[src/core/i2ct_map.svh]
// Purpose: addresses, field positions and codes of the i2c tx block
// Assumes: byte addresses on an 8-bit apb address
// Notes: definitions only
`ifndef I2CT_MAP_SVH
`define I2CT_MAP_SVH
// ==========================================
// register byte addresses
`define I2CT_A_CTRL 8'h00
`define I2CT_A_TXD 8'h10
`define I2CT_A_STAT 8'h14
`define I2CT_A_RAW 8'h20
`define I2CT_A_MASK 8'h24
// ==========================================
// control register fields
`define I2CT_C_DMA 0
`define I2CT_C_GO 1
`define I2CT_C_ADR 14:8
`define I2CT_C_THR 19:16
`define I2CT_C_BST 22:20
// ==========================================
// interrupt bit positions
`define I2CT_I_SLAVE_READ_REQUEST_FLAG 0
`define I2CT_I_SLAVE_READ_EMPTY_FLAG 1
`define I2CT_I_STD 2
`define I2CT_I_TX_NEARLY_EMPTY_FLAG 3
// ==========================================
// status codes
`define I2CT_OP_MW 2'h0
`define I2CT_OP_MR 2'h1
`define I2CT_OP_WTS 2'h2
`define I2CT_OP_RFS 2'h3
`define I2CT_PR_IDLE 2'h0
`define I2CT_PR_RUN 2'h1
`define I2CT_PR_OK 2'h2
`define I2CT_PR_ABT 2'h3
`define I2CT_CA_NADDR 3'h0
`define I2CT_CA_NDATA 3'h1
`define I2CT_CA_ARB 3'h3
`define I2CT_CA_START 3'h4
`define I2CT_CA_STOP 3'h5
`define I2CT_CA_FRAME_OVERLENGTH_REASON 3'h6
// ==========================================
// counts and sizes
`define I2CT_FAW 4
`define I2CT_DEPTH 5'h10
`define I2CT_NBITS 4'h8
`define I2CT_LAST 4'h7
`define I2CT_WTS_MAX 11'h7ff
`endif

[src/core/i2ct_pkg.sv]
// Purpose: shared types of the i2c tx block
// Assumes: constants live in i2ct_map.svh
// Notes: state codes are gray along the usual path
package i2ct_pkg;
    // ==========================================
    // slave engine states
    typedef enum logic [2:0] {
        st_idle = 3'h0,
        st_addr = 3'h1,
        st_aack = 3'h3,
        st_txld = 3'h2,
        st_txbit = 3'h6,
        st_txack = 3'h7,
        st_rxbit = 3'h5,
        st_rxack = 3'h4
    } i2ct_state_t;
    // status word, low seven bits of the status register
    typedef struct packed {
        logic [2:0] cause;
        logic [1:0] prog;
        logic [1:0] op;
    } i2ct_status_t;
    // dma request lines
    typedef struct packed {
        logic last;
        logic burst;
        logic single;
    } i2ct_dma_t;
    // two-stage synchroniser
    typedef struct packed {
        logic s2;
        logic s1;
    } i2ct_sync_t;
    // whole state of the top module
    typedef struct packed {
        i2ct_state_t state;
        logic [3:0] cnt;
        logic [7:0] sh;
        logic rw;
        logic nack;
        logic [10:0] bytes;
        logic sda_oe;
        logic scl_oe;
        logic scl_d;
        logic sda_d;
        i2ct_status_t stat;
        logic [3:0] raw;
        logic [3:0] mask;
        logic dma_en;
        logic [6:0] own;
        logic [3:0] thr;
        logic [2:0] burst;
        logic mw_pend;
        logic launch;
        logic [3:0] rd_ptr;
        logic [3:0] wr_ptr;
        logic [4:0] fcnt;
        logic slave_read_empty_flag_done;
        i2ct_dma_t dma;
        logic dma_fin;
        logic pready;
        logic pslverr;
        logic [31:0] prdata;
        logic irq;
    } i2ct_top_t;
endpackage : i2ct_pkg

[src/core/i2ct_sync.sv]
// Purpose: two flip-flop synchroniser for one pin
// Assumes: idle level of the pin is low at reset
// Notes: only the second stage is visible outside
`timescale 1ns/100ps
module i2ct_sync (
    // clock and reset
    input wire logic pclk,
    input wire logic presetn,
    // pin and result
    input wire logic din,
    output logic dout
);
    i2ct_pkg::i2ct_sync_t q;
    i2ct_pkg::i2ct_sync_t d;

    // ==========================================
    // next state
    always_comb begin
        d = q;
        d.s1 = din;
        d.s2 = q.s1;
    end

    // registers
    always_ff @(posedge pclk or negedge presetn) begin
        if (!presetn) begin
            q <= '0;
        end else begin
            q <= d;
        end
    end

    assign dout = q.s2;
endmodule : i2ct_sync

[src/core/i2ct_txmem.sv]
// Purpose: storage of the transmit fifo
// Assumes: one write and one read address per cycle
// Notes: read data is registered, a same-cycle write is bypassed
`timescale 1ns/100ps
`include "i2ct_map.svh"
module i2ct_txmem (
    // clock and reset
    input wire logic pclk,
    input wire logic presetn,
    // write side
    input wire logic we,
    input wire logic [`I2CT_FAW-1:0] waddr,
    input wire logic [7:0] wdata,
    // read side
    input wire logic [`I2CT_FAW-1:0] raddr,
    output logic [7:0] rdata_q
);
    logic [7:0] mem_q [0:(1<<`I2CT_FAW)-1];

    // ==========================================
    // array write, no reset on the storage itself
    always_ff @(posedge pclk) begin
        if (we) begin
            mem_q[waddr] <= wdata;
        end
    end

    // read register; bypass keeps a fresh byte from reading stale
    always_ff @(posedge pclk or negedge presetn) begin
        if (!presetn) begin
            rdata_q <= '0;
        end else if (we && waddr == raddr) begin
            rdata_q <= wdata;
        end else begin
            rdata_q <= mem_q[raddr];
        end
    end
endmodule : i2ct_txmem

[src/core/i2ct_top.sv]
// Purpose: i2c transmit fifo, slave transmitter and status reporting
// Assumes: scl and sda are asynchronous; master sequencer on pclk
// Notes: open-drain pins, oe high pulls the line low
`timescale 1ns/100ps
`include "i2ct_map.svh"
// Notes on behaviour
// - master write waits for fifo data
// - addressed for read raises read request
// - empty fifo mid-read raises refill request
// - empty slave transmitter holds scl low
// - fifo flushed before read request
// - read end sets done flag, status
// - nearly-empty flag paces cpu refills
// - dma single or burst by free space
// - dummy last dma request after nack
// - status bits 1:0 give operation
// - status bits 3:2 give progress
// - status bits 6:4 give abort cause
// - master nack and arbitration cause codes
// - early start or stop cause codes
// - write over 2047 bytes gets nack
module i2ct_top (
    // apb slave
    input wire logic pclk,
    input wire logic presetn,
    input wire logic psel,
    input wire logic penable,
    input wire logic pwrite,
    input wire logic [7:0] paddr,
    input wire logic [31:0] pwdata,
    output logic [31:0] prdata,
    output logic pready,
    output logic pslverr,
    // i2c pins
    input wire logic scl_i,
    output logic scl_o,
    output logic scl_oe,
    input wire logic sda_i,
    output logic sda_o,
    output logic sda_oe,
    // master sequencer
    input wire logic mst_pop,
    input wire logic mst_done,
    input wire logic mst_abort,
    input wire logic [2:0] mst_cause,
    output logic mst_launch,
    output logic [7:0] mst_byte,
    // dma and interrupt
    input wire logic dma_ack,
    output i2ct_pkg::i2ct_dma_t dma_req,
    output logic irq
);
    i2ct_pkg::i2ct_top_t q;
    i2ct_pkg::i2ct_top_t d;
    logic scl_s;
    logic sda_s;
    logic rise;
    logic fall;
    logic start;
    logic stop;
    logic mid;
    logic acc;
    logic push;
    logic push_ok;
    logic pop;
    logic flush;
    logic fin;
    logic [1:0] fin_pr;
    logic [2:0] fin_ca;
    logic [3:0] ev;
    logic [3:0] clr;
    logic [4:0] free;
    logic rfs_run;
    logic [7:0] rdata;

    // ==========================================
    // pin synchronisers
    i2ct_sync u_scl (
        .pclk(pclk),
        .presetn(presetn),
        .din(scl_i),
        .dout(scl_s)
    );
    i2ct_sync u_sda (
        .pclk(pclk),
        .presetn(presetn),
        .din(sda_i),
        .dout(sda_s)
    );

    // fifo storage, read address follows the next read pointer
    i2ct_txmem u_mem (
        .pclk(pclk),
        .presetn(presetn),
        .we(push_ok),
        .waddr(q.wr_ptr),
        .wdata(pwdata[7:0]),
        .raddr(d.rd_ptr),
        .rdata_q(rdata)
    );

    // ==========================================
    // next state
    always_comb begin
        d = q;
        d.launch = 1'b0;
        d.pready = 1'b0;
        d.pslverr = 1'b0;
        d.prdata = '0;
        d.scl_d = scl_s;
        d.sda_d = sda_s;
        push = 1'b0;
        pop = 1'b0;
        flush = 1'b0;
        fin = 1'b0;
        fin_pr = `I2CT_PR_OK;
        fin_ca = q.stat.cause;
        ev = '0;
        clr = '0;
        // bus events on the synchronised lines
        rise = scl_s & ~q.scl_d;
        fall = ~scl_s & q.scl_d;
        start = scl_s & q.scl_d & q.sda_d & ~sda_s;
        stop = scl_s & q.scl_d & ~q.sda_d & sda_s;
        // one rise at a byte boundary is the stop or start clock itself
        mid = (q.state == i2ct_pkg::st_txbit)
            || ((q.state == i2ct_pkg::st_addr
                 || q.state == i2ct_pkg::st_rxbit) && q.cnt > 4'h1);
        rfs_run = q.stat.op == `I2CT_OP_RFS
            && q.stat.prog == `I2CT_PR_RUN;
        free = `I2CT_DEPTH - q.fcnt;
        acc = psel & penable & ~q.pready;

        // apb access phase, answered one cycle in
        if (acc) begin
            d.pready = 1'b1;
            case (paddr)
                `I2CT_A_CTRL: begin
                    if (pwrite) begin
                        d.dma_en = pwdata[`I2CT_C_DMA];
                        d.mw_pend = q.mw_pend | pwdata[`I2CT_C_GO];
                        d.own = pwdata[`I2CT_C_ADR];
                        d.thr = pwdata[`I2CT_C_THR];
                        d.burst = pwdata[`I2CT_C_BST];
                    end
                    d.prdata[`I2CT_C_DMA] = q.dma_en;
                    d.prdata[`I2CT_C_GO] = q.mw_pend;
                    d.prdata[`I2CT_C_ADR] = q.own;
                    d.prdata[`I2CT_C_THR] = q.thr;
                    d.prdata[`I2CT_C_BST] = q.burst;
                end
                `I2CT_A_TXD: begin
                    push = pwrite; // write-only port, reads zero
                end
                `I2CT_A_STAT: begin
                    d.prdata[6:0] = q.stat; // upper bits zero
                end
                `I2CT_A_RAW: begin
                    if (pwrite) begin
                        clr = pwdata[3:0];
                    end
                    d.prdata[3:0] = q.raw;
                end
                `I2CT_A_MASK: begin
                    if (pwrite) begin
                        d.mask = pwdata[3:0];
                    end
                    d.prdata[3:0] = q.mask;
                end
                default: begin
                    d.pslverr = 1'b1;
                end
            endcase
        end

        // master write launch only once bytes wait
        if (q.mw_pend && q.fcnt != '0 && q.state == i2ct_pkg::st_idle
            && q.stat.prog != `I2CT_PR_RUN) begin
            d.mw_pend = 1'b0;
            d.launch = 1'b1;
            d.stat = {`I2CT_CA_NADDR, `I2CT_PR_RUN, `I2CT_OP_MW};
        end
        // sequencer reports its end and abort cause
        if (q.stat.op == `I2CT_OP_MW && q.stat.prog == `I2CT_PR_RUN) begin
            pop = mst_pop;
            if (mst_abort) begin
                d.stat.prog = `I2CT_PR_ABT;
                d.stat.cause = mst_cause;
            end else if (mst_done) begin
                d.stat.prog = `I2CT_PR_OK;
            end
        end

        // slave engine; start and stop override any state
        if (start) begin
            if (mid) begin
                fin = 1'b1;
                fin_pr = `I2CT_PR_ABT;
                fin_ca = `I2CT_CA_START;
            end
            d.state = i2ct_pkg::st_addr;
            d.cnt = '0;
            d.sda_oe = 1'b0;
            d.scl_oe = 1'b0;
        end else if (stop && q.state != i2ct_pkg::st_idle) begin
            fin = 1'b1;
            if (mid) begin
                fin_pr = `I2CT_PR_ABT;
                fin_ca = `I2CT_CA_STOP;
            end
            d.state = i2ct_pkg::st_idle;
            d.sda_oe = 1'b0;
            d.scl_oe = 1'b0;
        end else begin
            unique case (q.state)
                i2ct_pkg::st_idle: begin
                end
                i2ct_pkg::st_addr: begin
                    if (rise) begin
                        d.sh = {q.sh[6:0], sda_s};
                        d.cnt = q.cnt + 4'h1;
                    end
                    if (fall && q.cnt == `I2CT_NBITS) begin
                        d.state = i2ct_pkg::st_idle;
                        if (q.sh[7:1] == q.own && !(q.stat.prog
                            == `I2CT_PR_RUN && !q.stat.op[1])) begin
                            d.state = i2ct_pkg::st_aack;
                            d.rw = q.sh[0];
                            d.sda_oe = 1'b1;
                            d.bytes = '0;
                            d.slave_read_empty_flag_done = 1'b1;
                            d.stat = {`I2CT_CA_NADDR, `I2CT_PR_RUN,
                                      q.sh[0] ? `I2CT_OP_RFS
                                              : `I2CT_OP_WTS};
                            if (q.sh[0]) begin
                                flush = 1'b1;
                                ev[`I2CT_I_SLAVE_READ_REQUEST_FLAG] = 1'b1;
                            end
                        end
                    end
                end
                i2ct_pkg::st_aack: begin
                    if (fall) begin
                        d.sda_oe = 1'b0;
                        d.cnt = '0;
                        d.state = q.rw ? i2ct_pkg::st_txld
                                       : i2ct_pkg::st_rxbit;
                    end
                end
                i2ct_pkg::st_txld: begin
                    // scl is low here; keep it low until a byte is in
                    if (q.fcnt == '0) begin
                        d.scl_oe = 1'b1;
                        if (!q.slave_read_empty_flag_done) begin
                            ev[`I2CT_I_SLAVE_READ_EMPTY_FLAG] = 1'b1;
                            d.slave_read_empty_flag_done = 1'b1;
                        end
                    end else begin
                        pop = 1'b1;
                        d.sh = rdata;
                        d.sda_oe = ~rdata[0]; // bit 0 goes out first
                        d.slave_read_empty_flag_done = 1'b0;
                        d.cnt = '0;
                        d.state = i2ct_pkg::st_txbit;
                    end
                end
                i2ct_pkg::st_txbit: begin
                    // scl let go a cycle after sda is set up
                    d.scl_oe = 1'b0;
                    if (fall) begin
                        d.cnt = q.cnt + 4'h1;
                        if (q.cnt == `I2CT_LAST) begin
                            d.sda_oe = 1'b0;
                            d.state = i2ct_pkg::st_txack;
                        end else begin
                            d.sh = {1'b0, q.sh[7:1]};
                            d.sda_oe = ~q.sh[1];
                        end
                    end
                end
                i2ct_pkg::st_txack: begin
                    if (rise) begin
                        d.nack = sda_s;
                    end
                    if (fall) begin
                        if (q.nack) begin
                            fin = 1'b1;
                            d.dma_fin = q.dma_en;
                            d.state = i2ct_pkg::st_idle;
                        end else begin
                            d.state = i2ct_pkg::st_txld;
                        end
                    end
                end
                i2ct_pkg::st_rxbit: begin
                    if (rise) begin
                        d.cnt = q.cnt + 4'h1;
                    end
                    if (fall && q.cnt == `I2CT_NBITS) begin
                        d.cnt = '0;
                        if (q.bytes == `I2CT_WTS_MAX) begin
                            // no ack: the master sees a nack
                            fin = 1'b1;
                            fin_pr = `I2CT_PR_ABT;
                            fin_ca = `I2CT_CA_FRAME_OVERLENGTH_REASON;
                            d.state = i2ct_pkg::st_idle;
                        end else begin
                            d.bytes = q.bytes + 11'h1;
                            d.sda_oe = 1'b1;
                            d.state = i2ct_pkg::st_rxack;
                        end
                    end
                end
                i2ct_pkg::st_rxack: begin
                    if (fall) begin
                        d.sda_oe = 1'b0;
                        d.state = i2ct_pkg::st_rxbit;
                    end
                end
            endcase
        end

        // end of a slave operation; cause kept only on abort
        if (fin && q.stat.op[1] && q.stat.prog == `I2CT_PR_RUN) begin
            d.stat.prog = fin_pr;
            d.stat.cause = fin_pr == `I2CT_PR_ABT ? fin_ca
                                                  : q.stat.cause;
            if (q.stat.op == `I2CT_OP_RFS) begin
                ev[`I2CT_I_STD] = 1'b1;
            end
        end

        // fifo pointers; flush discards a push in the same cycle
        push_ok = push & (q.fcnt != `I2CT_DEPTH) & ~flush;
        pop = pop & (q.fcnt != '0) & ~flush;
        if (flush) begin
            d.rd_ptr = q.wr_ptr;
            d.fcnt = '0;
        end else begin
            d.wr_ptr = q.wr_ptr + {3'h0, push_ok};
            d.rd_ptr = q.rd_ptr + {3'h0, pop};
            d.fcnt = q.fcnt + {4'h0, push_ok} - {4'h0, pop};
        end
        // nearly-empty on crossing the threshold
        if (d.fcnt <= {1'b0, q.thr} && q.fcnt > {1'b0, q.thr}) begin
            ev[`I2CT_I_TX_NEARLY_EMPTY_FLAG] = 1'b1;
        end

        // dma requests, held until acknowledged
        if (dma_ack) begin
            d.dma = '0;
        end else if (q.dma == '0 && q.dma_en
                     && (q.dma_fin || (rfs_run && free != '0))) begin
            d.dma.last = q.dma_fin; // dummy final request
            d.dma_fin = 1'b0;
            if (q.burst != '0 && free >= {2'h0, q.burst}) begin
                d.dma.burst = 1'b1;
            end else begin
                d.dma.single = 1'b1;
            end
        end

        // sticky flags, a new event wins over its clear
        d.raw = (q.raw & ~clr) | ev;
        d.irq = |(d.raw & d.mask);
    end

    // registers
    always_ff @(posedge pclk or negedge presetn) begin
        if (!presetn) begin
            q <= '0;
        end else begin
            q <= d;
        end
    end

    // ==========================================
    // outputs from flops; scl_o and sda_o tied low
    assign prdata = q.prdata;
    assign pready = q.pready;
    assign pslverr = q.pslverr;
    assign scl_o = 1'b0;
    assign sda_o = 1'b0;
    assign scl_oe = q.scl_oe;
    assign sda_oe = q.sda_oe;
    assign mst_launch = q.launch;
    assign mst_byte = rdata;
    assign dma_req = q.dma;
    assign irq = q.irq;
endmodule : i2ct_top

[config.mk]
export PLATFORM = sky130hd
export DESIGN_NAME = i2ct_top
export DESIGN_NICKNAME = d
export VERILOG_FILES = /design/src/core/i2ct_pkg.sv /design/src/core/i2ct_sync.sv /design/src/core/i2ct_txmem.sv /design/src/core/i2ct_top.sv
export VERILOG_INCLUDE_DIRS = /design/src /design/src/core
export SDC_FILE = /design/constraint.sdc
export NUM_CORES = 1
export LEC_CHECK = 0
export ABC_AREA = 1
export BUFFER_PORTS_ARGS = -buffer_cell sky130_fd_sc_hd__buf_2
export CORE_ASPECT_RATIO = 0.8
export CORE_MARGIN = 1.5
export CORE_UTILIZATION = 55
export CTS_BUF_LIST = sky130_fd_sc_hd__clkbuf_2 sky130_fd_sc_hd__clkbuf_4 sky130_fd_sc_hd__clkbuf_8
export DETAILED_ROUTE_END_ITERATION = 8
export GPL_TIMING_DRIVEN = 0
export HOLD_SLACK_MARGIN = 0.02
export PLACE_DENSITY = 0.81
export SYNTH_ARGS = -nofsm -noshare
export SYNTH_HDL_FRONTEND = slang
export SYNTH_HIERARCHICAL = 1
export SYNTH_SLANG_ARGS = --single-unit
export TNS_END_PERCENT = 100
[constraint.sdc]
create_clock -name pclk -period 3 [get_ports pclk]
set_input_delay 0.45 -clock pclk [delete_from_list [all_inputs] [get_ports pclk]]
set_output_delay 0.45 -clock pclk [all_outputs]
set_load 0.005 [all_outputs]
==> results.toml <==
[floorplan]
die-width_um = 171
start_util_pct = 55.8
core_area_um2 = 22300
fp.dieH_um = 138
core.rowCount = 49
ios = 105
dieArea_um2 = 23500

[yosys]
async_flop_share_pct = 48.0
synthesis.area_um2 = 12400
synth-edff-count = 128
synth_area_leader_cell = "edfxtp_1"
yosys-top-cells-area = "edfxtp_1, dfrtp_1, nand2_1, inv_1, nand3_1"
syn_inst = 1406
synth_top_area_share_pct = 30.9
synth.most_common_cell = "nand2_1"
synthDistinctLibCells = 52
ys_seq_area_share_pct = 54.6
ys.flop_type = "edfxtp_1"
syn_avg_cell_area_um2 = 8.85
yosys_warnings = 6
synth_common_cells = "nand2_1, inv_1, nand3_1"
ys_ff_latch = 246

[drt]
route.final.wire_length_um = 34900
routedWlPerCell_um = 17.9
first_pass_iters = 6
drt_iter0_markers = 1267
remaining_drc_errors = 0
drtAntennaViolNets = 0
viasPerCell = 5.47
vias = 10700

[placed_design]
dp_hpwl_um = 22400
port_buffers = 81
gp_congestion = 0.961
place_inst = 1806

[global_route]
grt_pass1_vias = 9584
grt_max_degree = 72
grt_pass1_wl_um = 50700
track_usage_pct = 28.7
antenna_found_initial = 0
grt_remaining_overflow = 0

[worst_setup_path]
critPathMaxFanout = 2
rrSetupSlack_ns = -0.66
crit_path_end_kind = "register"
critical_path_class = "register to register"
cp-start-kind = "register"
cp_data_required_time_ns = 3.42
arrival_ns = 4.08

[cts]
cts_tree = "yes"
insertion_delay_ns = 0.56
cts.clk_slew.worst_paths_ns = 0.07
htreeDepth = 2
root_buffer = "clkbuf_8"
cts.sinks = 246
cts.path.max_buffers = 3
cts_inserted_buffers = 40

[timing]
relSlewSlack_pct = 42.0
fmax_mhz = 273
min_period_ns = 3.66
finalHoldViolCount = 0
finClkSkew_ns = 0.0497
finalSetupTns_ns = -1.86
rsz0062_at_grt = "true"
slew_viol_final = 0
setup_violations = 4
finalCritPeriodShare_pct = 122
worstMarginPinSlew_ns = 0.867
fin_ws_ns = -0.663

[pwr]
leakage_nw = 7.37
ir_drop_uv = 573
cellPowerDensity_nw_per_um2 = 785

[cells_and_area]
nNetsFinal = 1703
diodes = 0
stdcell_count = 1955
drive_gt1_share_pct = 25.4
area_growth_pct = 23.7

[job]
drv_cap = 0

[status]
status = "finished, violations left"
failed_checks = "negative setup slack"

[min_path]
hold_class = "input pin to register"
[critical path, cell delays in order (launching register included)]
cell,delay (ns)
dfrtp_1,0.43
xnor2_2,0.22
nand2_1,0.10
nor2_2,0.16
nand4_1,0.21
or2_1,0.30
nand4_1,0.15
ha_1,0.27
inv_2,0.07
ha_4,0.13
fa_2,0.42
nand2_1,0.08
inv_2,0.05
ha_4,0.26
inv_1,0.04
nor2_1,0.09
o21ai_1,0.06
nand2_1,0.07
a21oi_2,0.06
nand2_1,0.09
nand2_1,0.07
nand2_1,0.09
nand3_2,0.09
[area by class of cell]
type | instances | area, um2
multi-input combinational | 878 | 4750
inverter | 224 | 871
timing repair buffer | 156 | 1060
clock inverter | 14 | 199
tap | 306 | 383
fill | 1675 | 6920
sequential | 246 | 6800
buffer | 71 | 597
clock buffer | 60 | 738
[stage by stage]
stage	area, um2	power, W	hold WS, ns	worst slack, ns	utilization [%]
5_1_grt	15400	0.0127	0.0864	-0.735	69.0
6_report	15400	0.0121	0.0950	-0.663	69.0
2_1_floorplan	12500	0.00643	0.154	-0.225	-
3_5_place_dp	13300	0.00762	0.339	-0.880	59.7
4_1_cts	14800	0.0113	0.0800	-0.498	66.5
3_3_place_gp	13300	0.00751	0.340	-0.807	59.6
[path summary, 6_finish.rpt]
| path | start | end | depth (start not counted) |
|---|---|---|---|
| worst max-delay path | q[105] | irq | 22 |
| worst min-delay path | dma_ack | dma_req[2] | 2 |
| worst max register to register | q[105] | irq | 22 |
| worst min register to register | u_scl/d[1] | u_scl/dout | 0 |
| max in group asynchronous | presetn | q[114] | 3 |
| min in group asynchronous | presetn | q[43] | 2 |
[layer usage]
metal	up-vias	wire (um)	share of wire [%]	GRT usage [%]
met2	621	15700	45	44.5
met5	-	0	0	0
li1	4939	-	-	-
met1	5012	14800	42	41.0
met4	0	1140	3.3	9.45
met3	114	3290	9.4	5.37
[kinds of logic (layout without fill, tap and decap cells)]
kind of cell / Yosys count / after routing / share of synthesized area, %
AOI/OAI and AO/OA: 115 / 116 / 5.65
other: 1 / 13 / 0.0301
buffers and inverters: 295 / 525 / 10.7
DFF: 246 / 246 / 54.6
adders and majority gates: 32 / 32 / 3.28
xor gates and xnor gates: 20 / 20 / 1.41
and+or+nand+nor: 697 / 697 / 24.4
[placed cells by master, fill, tap and decap left out, types with 5 or more instances in the layout]
| cell type | count |
|---|---|
| o22ai_1 | 8 |
| clkbuf_8 | 46 |
| nand4_1 | 18 |
| ha_1 | 24 |
| nor3_1 | 24 |
| nand3_1 | 122 |
| buf_2 | 83 |
| nand2_1 | 389 |
| inv_1 | 189 |
| nand2_2 | 10 |
| nand3_2 | 23 |
| edfxtp_1 | 128 |
| a21oi_1 | 23 |
| o221ai_1 | 7 |
| inv_2 | 27 |
| ha_4 | 6 |
| o21ai_1 | 24 |
| nor2_2 | 9 |
| dfrtp_2 | 5 |
| xor2_1 | 14 |
| nor2_4 | 8 |
| dfrtp_1 | 113 |
| conb_1 | 13 |
| clkbuf_4 | 15 |
| nor2_1 | 75 |
| buf_6 | 25 |
| buf_4 | 106 |
| o21ai_0 | 29 |
| bufinv_16 | 5 |
| nand2_4 | 6 |
[repair_timing]
item / in CTS / in global routing
hold endpoints to repair: 49 / 0
resized for setup: 48 / 120
pin swaps: 25 / 26
buffers inserted: 49 / 23
hold buffers: 3 / 0
setup endpoints to repair: 10 / 20
gates cloned: 0 / 2
[flip-flops by register name, indices dropped and copies added, names as in the netlist]
name	flops
u_scl/dout	1
u_sda/dout	1
pslverr	1
mst_launch	1
scl_oe	1
dma_req	3
q	76
u_mem/mem_q	128
prdata	21
u_sda/d	1
pready	1
irq	1
sda_oe	1
u_scl/d	1
u_mem/rdata_q	8
[report_power, final]
part           leakage (nW)  internal, W  switching (W)
clock network         0.483      0.00201        0.00137
logic                  4.29      0.00179        0.00289
registers              2.60      0.00380       0.000222
Power figures use the tool's default switching activity.
